### src/verilog/scs_pkg.sv
package scs_pkg;
  // Resolution and result codes
  localparam int RES_BITS = 18;
  localparam logic [17:0] CODE_ZERO = 18'h00000;
  localparam logic [17:0] CODE_POS_MAX = 18'h1FFFF;
  localparam logic [17:0] CODE_NEG_MAX = 18'h20000;
  localparam logic [17:0] RESULT_RST = 18'h00000;
  // Timing
  localparam int CLK_MHZ = 125;
  localparam int CLK_PERIOD_NS = 8;
  localparam int SAMPLE_RATE_KSPS = 1000;
  // Longest allowed cycle for one sample, rounded down
  localparam int SAMPLE_PERIOD_CYC = (CLK_MHZ * 1000) / SAMPLE_RATE_KSPS;
  // Settling of each bit step in sys_clk_i cycles, counted from zero
  localparam logic [2:0] STEP_CYC = 3'h2;
  localparam logic [4:0] BIT_MSB = 5'h11;

  typedef enum logic [2:0] {
    SCS_ACQ = 3'b000,
    SCS_OPEN = 3'b001,
    SCS_HOLD = 3'b010,
    SCS_TRIAL = 3'b011,
    SCS_DONE = 3'b100
  } scs_state_type;
endpackage : scs_pkg

### src/verilog/scs_sequencer.sv
`timescale 1ns/1ps
module scs_sequencer #(
  parameter int RES = 18
) (
  input wire logic sys_clk_i,
  input wire logic rst_i,
  input wire logic convert_start_i,
  input wire logic serial_in_mode_select_i,
  input wire logic busy_enable_i,
  input wire logic comp_high_i,
  input wire logic over_range_i,
  input wire logic under_range_i,
  output logic pos_sample_switch_o,
  output logic neg_sample_switch_o,
  output logic array_to_input_o,
  output logic [17:0] dac_bits_o,
  output logic converting_o,
  output logic powered_down_o,
  output logic busy_o,
  output logic start_bit_o,
  output logic chain_mode_o,
  output logic [17:0] result_o,
  output logic result_valid_o
);
  // ****************************************
  // Input synchronisers
  // ****************************************
  logic [1:0] cnv_sync_reg;
  logic [1:0] sdi_sync_reg;
  logic [1:0] cmp_sync_reg;
  logic [1:0] ovr_sync_reg;
  logic [1:0] und_sync_reg;
  logic cnv_prev_reg;
  always_ff @(posedge sys_clk_i) begin
    if (rst_i) begin
      cnv_sync_reg <= 2'h0;
      sdi_sync_reg <= 2'h0;
      cmp_sync_reg <= 2'h0;
      ovr_sync_reg <= 2'h0;
      und_sync_reg <= 2'h0;
      cnv_prev_reg <= 1'b0;
    end else begin
      cnv_sync_reg <= {cnv_sync_reg[0], convert_start_i};
      sdi_sync_reg <= {sdi_sync_reg[0], serial_in_mode_select_i};
      cmp_sync_reg <= {cmp_sync_reg[0], comp_high_i};
      ovr_sync_reg <= {ovr_sync_reg[0], over_range_i};
      und_sync_reg <= {und_sync_reg[0], under_range_i};
      cnv_prev_reg <= cnv_sync_reg[1];
    end
  end
  wire cnv_rise = cnv_sync_reg[1] & ~cnv_prev_reg;

  // ****************************************
  // Sequencer
  // ****************************************
  scs_pkg::scs_state_type state_reg, state_next;
  logic [4:0] bit_reg, bit_next;
  logic [2:0] step_reg, step_next;
  logic [17:0] trial_reg, trial_next;
  logic [17:0] result_reg, result_next;
  logic chain_reg, chain_next;
  logic busy_reg, busy_next;
  logic valid_reg, valid_next;

  wire start_ok = cnv_rise & (state_reg == scs_pkg::SCS_ACQ);
  wire step_done = (step_reg == scs_pkg::STEP_CYC);
  wire last_bit = (bit_reg == 5'h00);
  // Weight of the element under trial
  wire [17:0] weight = 18'h00001 << bit_reg;
  // Trial holds offset binary; flip the MSB for two's complement
  wire [17:0] kept = cmp_sync_reg[1] ? trial_reg : (trial_reg & ~weight);
  wire [17:0] raw_code = {~trial_reg[17], trial_reg[16:0]};
  wire [17:0] sat_code = ovr_sync_reg[1] ? scs_pkg::CODE_POS_MAX :
                         und_sync_reg[1] ? scs_pkg::CODE_NEG_MAX : raw_code;

  always_comb begin
    state_next = state_reg;
    bit_next = bit_reg;
    step_next = step_reg;
    trial_next = trial_reg;
    result_next = result_reg;
    chain_next = chain_reg;
    busy_next = 1'b0;
    valid_next = 1'b0;
    case (state_reg)
      scs_pkg::SCS_ACQ: begin
        if (start_ok) begin
          chain_next = ~sdi_sync_reg[1];
          state_next = scs_pkg::SCS_OPEN;
        end
      end
      scs_pkg::SCS_OPEN: begin
        state_next = scs_pkg::SCS_HOLD;
      end
      scs_pkg::SCS_HOLD: begin
        bit_next = scs_pkg::BIT_MSB;
        trial_next = 18'h20000;
        step_next = 3'h0;
        state_next = scs_pkg::SCS_TRIAL;
      end
      scs_pkg::SCS_TRIAL: begin
        step_next = step_reg + 3'h1;
        if (step_done) begin
          step_next = 3'h0;
          if (last_bit) begin
            trial_next = kept;
            state_next = scs_pkg::SCS_DONE;
          end else begin
            trial_next = kept | (weight >> 1);
            bit_next = bit_reg - 5'h01;
          end
        end
      end
      scs_pkg::SCS_DONE: begin
        // Overrange is tested first so a clipped input never wraps
        result_next = sat_code;
        busy_next = busy_enable_i;
        valid_next = 1'b1;
        state_next = scs_pkg::SCS_ACQ;
      end
      default: begin
        state_next = scs_pkg::SCS_ACQ;
      end
    endcase
  end

  always_ff @(posedge sys_clk_i) begin
    if (rst_i) begin
      state_reg <= scs_pkg::SCS_ACQ;
      bit_reg <= 5'h00;
      step_reg <= 3'h0;
      trial_reg <= 18'h00000;
      result_reg <= scs_pkg::RESULT_RST;
      chain_reg <= 1'b0;
      busy_reg <= 1'b0;
      valid_reg <= 1'b0;
    end else begin
      state_reg <= state_next;
      bit_reg <= bit_next;
      step_reg <= step_next;
      trial_reg <= trial_next;
      result_reg <= result_next;
      chain_reg <= chain_next;
      busy_reg <= busy_next;
      valid_reg <= valid_next;
    end
  end

  // ****************************************
  // Registered outputs
  // ****************************************
  wire acq_n = (state_next != scs_pkg::SCS_ACQ);
  always_ff @(posedge sys_clk_i) begin
    if (rst_i) begin
      pos_sample_switch_o <= 1'b1;
      neg_sample_switch_o <= 1'b1;
      array_to_input_o <= 1'b1;
      dac_bits_o <= 18'h00000;
      converting_o <= 1'b0;
      powered_down_o <= 1'b1;
    end else begin
      pos_sample_switch_o <= ~acq_n;
      neg_sample_switch_o <= ~acq_n;
      // Array leaves inputs one cycle after switches open, freezing the sample
      array_to_input_o <= (state_next == scs_pkg::SCS_ACQ) ||
                          (state_next == scs_pkg::SCS_OPEN);
      dac_bits_o <= (state_next == scs_pkg::SCS_TRIAL) ? trial_next : 18'h00000;
      converting_o <= acq_n;
      powered_down_o <= ~acq_n;
    end
  end
  assign busy_o = busy_reg;
  assign start_bit_o = busy_reg;
  assign chain_mode_o = chain_reg;
  assign result_o = result_reg;
  assign result_valid_o = valid_reg;

  // ****************************************
  // Checks
  // ****************************************
  // Take to valid: open, hold, three cycles per bit, done, then the valid flop
  localparam int CONV_CYC = 3 + RES * 3 + 1;
endmodule : scs_sequencer

### config.mk
export PLATFORM = sky130hd
export DESIGN_NAME = scs_sequencer
export DESIGN_NICKNAME = d
export VERILOG_FILES = /design/src/verilog/scs_pkg.sv /design/src/verilog/scs_sequencer.sv
export SDC_FILE = /design/constraint.sdc
export NUM_CORES = 1
export LEC_CHECK = 0
export ABC_CLOCK_PERIOD_IN_PS = 2850
export BUFFER_PORTS_ARGS = -buffer_cell sky130_fd_sc_hd__buf_2
export CORE_UTILIZATION = 55
export CTS_CLUSTER_SIZE = 20
export DETAILED_ROUTE_END_ITERATION = 8
export PLACE_DENSITY = 0.79
export SYNTH_ARGS = -nofsm -noshare
export SYNTH_HDL_FRONTEND = slang
export SYNTH_SLANG_ARGS = --single-unit
export TNS_END_PERCENT = 50
### constraint.sdc
create_clock -name sys_clk_i -period 2.85 [get_ports sys_clk_i]
set_clock_uncertainty 0.1 [all_clocks]
set_input_delay 0.4275 -clock sys_clk_i [delete_from_list [all_inputs] [get_ports sys_clk_i]]
set_output_delay 0.4275 -clock sys_clk_i [all_outputs]
set_load 0.05 [all_outputs]
Yosys cells after proc, flatten, opt, wreduce, memory -nomap -nowiden
Cells that the tools add are included.
{"block": "totals", "register_bits": 82, "in_bits": 8, "out_inout_bits": 45, "word_cells": 67}
{"block": "classes", "n_addsub": 2, "n_eq_ne": 9, "shifts": 1, "muxes": 16, "bitwise_logic": 11, "n_reduce_logical": 10}
{"cell": "two-way mux 18 bit", "count": 5}
{"cell": "case mux 18 bit (2 select lines)", "count": 1}
{"cell": "bitwise AND 18 bit", "count": 1}
{"cell": "inverter 18 bit", "count": 1}
{"cell": "OR 18 x 17 -> 18 bit", "count": 1}
{"cell": "<< shifter 1 x 5 -> 18 bit, first input constant", "count": 1}
{"cell": "equality test 3 x 2 -> 1 bit, second input constant", "count": 4}
{"cell": "two-way mux 3 bit", "count": 4}
{"cell": "case mux 3 bit (4 select lines)", "count": 1}
{"cell": "two-way mux 5 bit", "count": 2}
{"cell": "case mux 5 bit (2 select lines)", "count": 1}
{"cell": "equality test 3 x 1 -> 1 bit, second input constant", "count": 2}
{"cell": "logical NOT 3 bit", "count": 2}
{"cell": "inverter 1 bit", "count": 6}
{"cell": "case mux 3 bit (2 select lines)", "count": 1}
{"cell": "logical NOT 5 bit", "count": 1}
{"cell": "subtractor 5 x 1 -> 5 bit, second input constant", "count": 1}
{"cell": "!= test 2 bit, second input constant", "count": 2}
{"cell": "OR reduction 2 bit", "count": 2}
{"cell": "adder 3 x 1 -> 3 bit, second input constant", "count": 1}
{"cell": "equality test 3 bit, second input constant", "count": 1}
{"cell": "AND reduction 3 bit", "count": 1}
{"cell": "nonzero test 3 bit", "count": 1}
{"cell": "bitwise AND 1 bit", "count": 2}
{"cell": "other kinds (4)", "count": 4}

Logic depth before layout (Yosys ltp)
{"block": "depth", "ltp_word": 8, "depth_mapped": 8, "depth_no_buf": 6}

Least setup slack after synthesis
OpenSTA, ideal clock, no wires.
{"block": "synth_timing", "path_type": "reg2reg", "start": "register bit_reg[0]", "end": "register dac_bits_o[12]", "setup_time_ns": 0.115, "arrival_time_ns": 1.758, "t_required_ns": 2.635, "setup_slack_ns": 0.877, "path_stages_with_launch": 9, "n_path_buf": 2, "synth_period_minus_slack_ns": 1.973, "cell_sequence": "dfxtp_1 -> inv_1 -> ha_1 -> or4b_1 -> buf_2 -> nor3_2 -> nor3_1 -> clkbuf_1 -> and2_1"}
{"block": "synth_between", "elab_chain_len": 8, "elab_cells_between_ends": 15, "classes_between": "1 x eq/ne; 1 x shift; 7 x mux; 4 x bitwise; 2 x reduce/logical"}
{"item": "from (decl)", "line_no": "scs_sequencer.sv:57", "text": "logic [4:0] bit_reg, bit_next;"}
{"item": "from (signal assigned)", "line_no": "scs_sequencer.sv:139", "text": "bit_reg <= bit_next;"}
{"item": "parallel branches: the longest is 8 deep, another holds logical NOT 5 bit"}
{"item": "to (signal assigned)", "line_no": "scs_sequencer.sv:167", "text": "dac_bits_o <= (state_next == scs_pkg::SCS_TRIAL) ? trial_next : 18'h00000;"}
{"item": "to (decl)", "line_no": "scs_sequencer.sv:16", "text": "output logic [17:0] dac_bits_o,"}
Parallel ways; which one is timed is not known.
A chain may end at the register's enable or synchronous reset.

Final worst setup path
{"block": "layout_timing", "start": "register bit_reg[0]", "end": "register dac_bits_o[9]"}
Same word-level chain as after synthesis.

==> results.cfg <==
[outcome]
status = finished clean

[final_layout]
multi_input_area_um2 = 1450
antenna_cells = 0
n_fill_cell = 473
seq_area_um2 = 1640
nets = 403
fin_area_um2 = 3660
final_cell_mix = 82 x dfxtp_1, 52 x buf_2, 34 x nor2_1
final_common_cell = dfxtp_1
drive_gt1_share_pct = 18.9
areaGrowthSynthToFinish_pct = 12.3

[floorplanning]
row_count = 27
die_h_um = 79.0
die_w_um = 79.0
initial_core_util_pct = 58.2
die-area_um2 = 6240
core_um2 = 5610
io_pins = 53

[clock_network]
ctsHoldBuffers = 0
ctsRootBufferMaster = clkbuf_8
cts_max_level = 3
cts_tree = yes
clock_latency_ns = 0.34
numCtsBuffers = 9
cts.repair.resized = 0
clkTransAtPathRegs_ns = 0.08
postCtsSetupBuffers = 0
cts.sinks = 82
cts_buffer_depth = 2

[place]
placed_area_um2 = 3500
place_congestion = 0.843
dpl.hpwl_um = 4640
portBuffers = 52

[power_and_ir_drop]
ir_drop_mv = 0.361
power_uw = 1990
p_leak_uw = 0.00142
powerDensity_nw_per_um2 = 544

[timing]
slew_headroom_pct = 46.5
worstMarginPinSlew_ns = 0.801
fin_crit_sh_pct = 84.2
fmax_ghz = 0.416
finalMaxSlewViolations = 0
period_minus_slack_ns = 2.40
rsz0062_at_grt = no
hold_viol_final = 0
setup_viol = 0
tns_ns = 0

[setup_path]
critPathKind = flop to flop
critPathArrivalTime_ns = 2.58
critPathCaptureType = flop
cp.required_ns = 3.03
start_kind = flop
critical_path.max_fanout = 8

[synthesis]
synthCells = 354
synth_top_area_cell = dfxtp_1
synth_cell_types = 49
synth_seq_cells = 82
yosysWarnings = 0
syn-cell-area_um2 = 3260
async_reset_ff_share_pct = 0
synth_top_area_share_pct = 50.3
seq_area_frac_synth_pct = 50.3
synth_edf_count = 0
avgSynthCellArea_um2 = 9.22
ys.flop_type = dfxtp_1
syn-num-nets = 367
ys_top_cells_by_area = dfxtp_1 50%, nor2b_1 5.0%, a211oi_1 4.4%

[global_routing]
grt-ovfl-total = 0
grt_max_degree = 41
grt_pass1_vias = 2269
antenna_found_initial = 0
track_usage_pct = 22.7
grt_pass1_wl_um = 10900

[drt]
avgRoutedWirePerCell_um = 14.3
drc_errors = 0
vias = 2588
first_pass_iters = 4
viasPerCell = 5.58
drt-initial-drc-count = 226
wl_um = 6620
ant_nets = 0

[run]
cap_violations = 0

[worst_hold_path]
hold_path.class = input port to flop
-- report_power, final --
part,internal (uW),total [uW],switching (uW)
Combinational,34.9,114,79.3
Sequential,1160,1180,17.1
Clock,324,703,379
Total,1520,1990,475
-- layout make-up --
class                           count  area share [%]
Tap cell                           72            2.46
Inverter                            7           0.717
Timing Repair Buffer               57            8.06
Multi-Input combinational cell    233            39.7
Clock inverter                      3           0.512
Sequential cell                    82            44.8
Clock buffer                       10            3.76
-- logic make-up after synthesis --
kind of cell,after synthesis,synth area share (%)
buf+inv,39,5.14
fa+ha+maj,5,1.92
mux,1,0.307
flops,82,50.3
simple gates,147,26.2
compound gates,80,16.1
-- worst max-delay path: stages, from the launching register on --
cell and delay (ns):
dfxtp_1 0.40, inv_1 0.12, ha_1 0.27, or4b_1 0.33, nor3_2 0.08, nor3_1 0.59
clkbuf_2 0.29, and2_1 0.15
-- synth_stat cells (6+ instances only) --
| library cell | count |
|---|---|
| and2_1 | 16 |
| buf_2 | 8 |
| nor2_1 | 34 |
| nor2b_1 | 26 |
| nor3b_1 | 7 |
| nand2_1 | 12 |
| o21ai_0 | 7 |
| dfxtp_1 | 82 |
| nor4_1 | 6 |
| a211oi_1 | 19 |
| a21oi_1 | 26 |
| clkbuf_1 | 17 |
| nand3_1 | 9 |
| nor3_1 | 6 |
| inv_1 | 6 |
-- final timing paths --
check,start,to,slack [ns],depth (start not counted)
min reg2reg,sdi_sync_reg[1],chain_mode_o,0.31,1
max reg2reg,bit_reg[0],dac_bits_o[9],0.45,7
max,bit_reg[0],dac_bits_o[9],0.45,7
min,busy_enable_i,busy_o,0.18,2
-- stage by stage --
step / worst slack (ns) / std cells / hold WS [ns] / util [%]
floorplan: 0.877 / 354 / 0.290 / -
global placement: 0.477 / 450 / 0.292 / 62.4
detailed placement: 0.324 / 450 / 0.302 / 62.4
CTS: 0.302 / 463 / 0.175 / 65.2
global route: 0.167 / 464 / 0.178 / 65.3
finish: 0.449 / 464 / 0.184 / 65.3
-- per-layer routing --
metal,GRT usage [%],part of all wire (%),vias up
met2,37.3,48,79
met3,6.21,5.1,14
li1,-,-,1318
met5,0,0,-
met4,8.73,1.6,0
met1,28.2,46,1177
(Power assumes the default switching activity.)
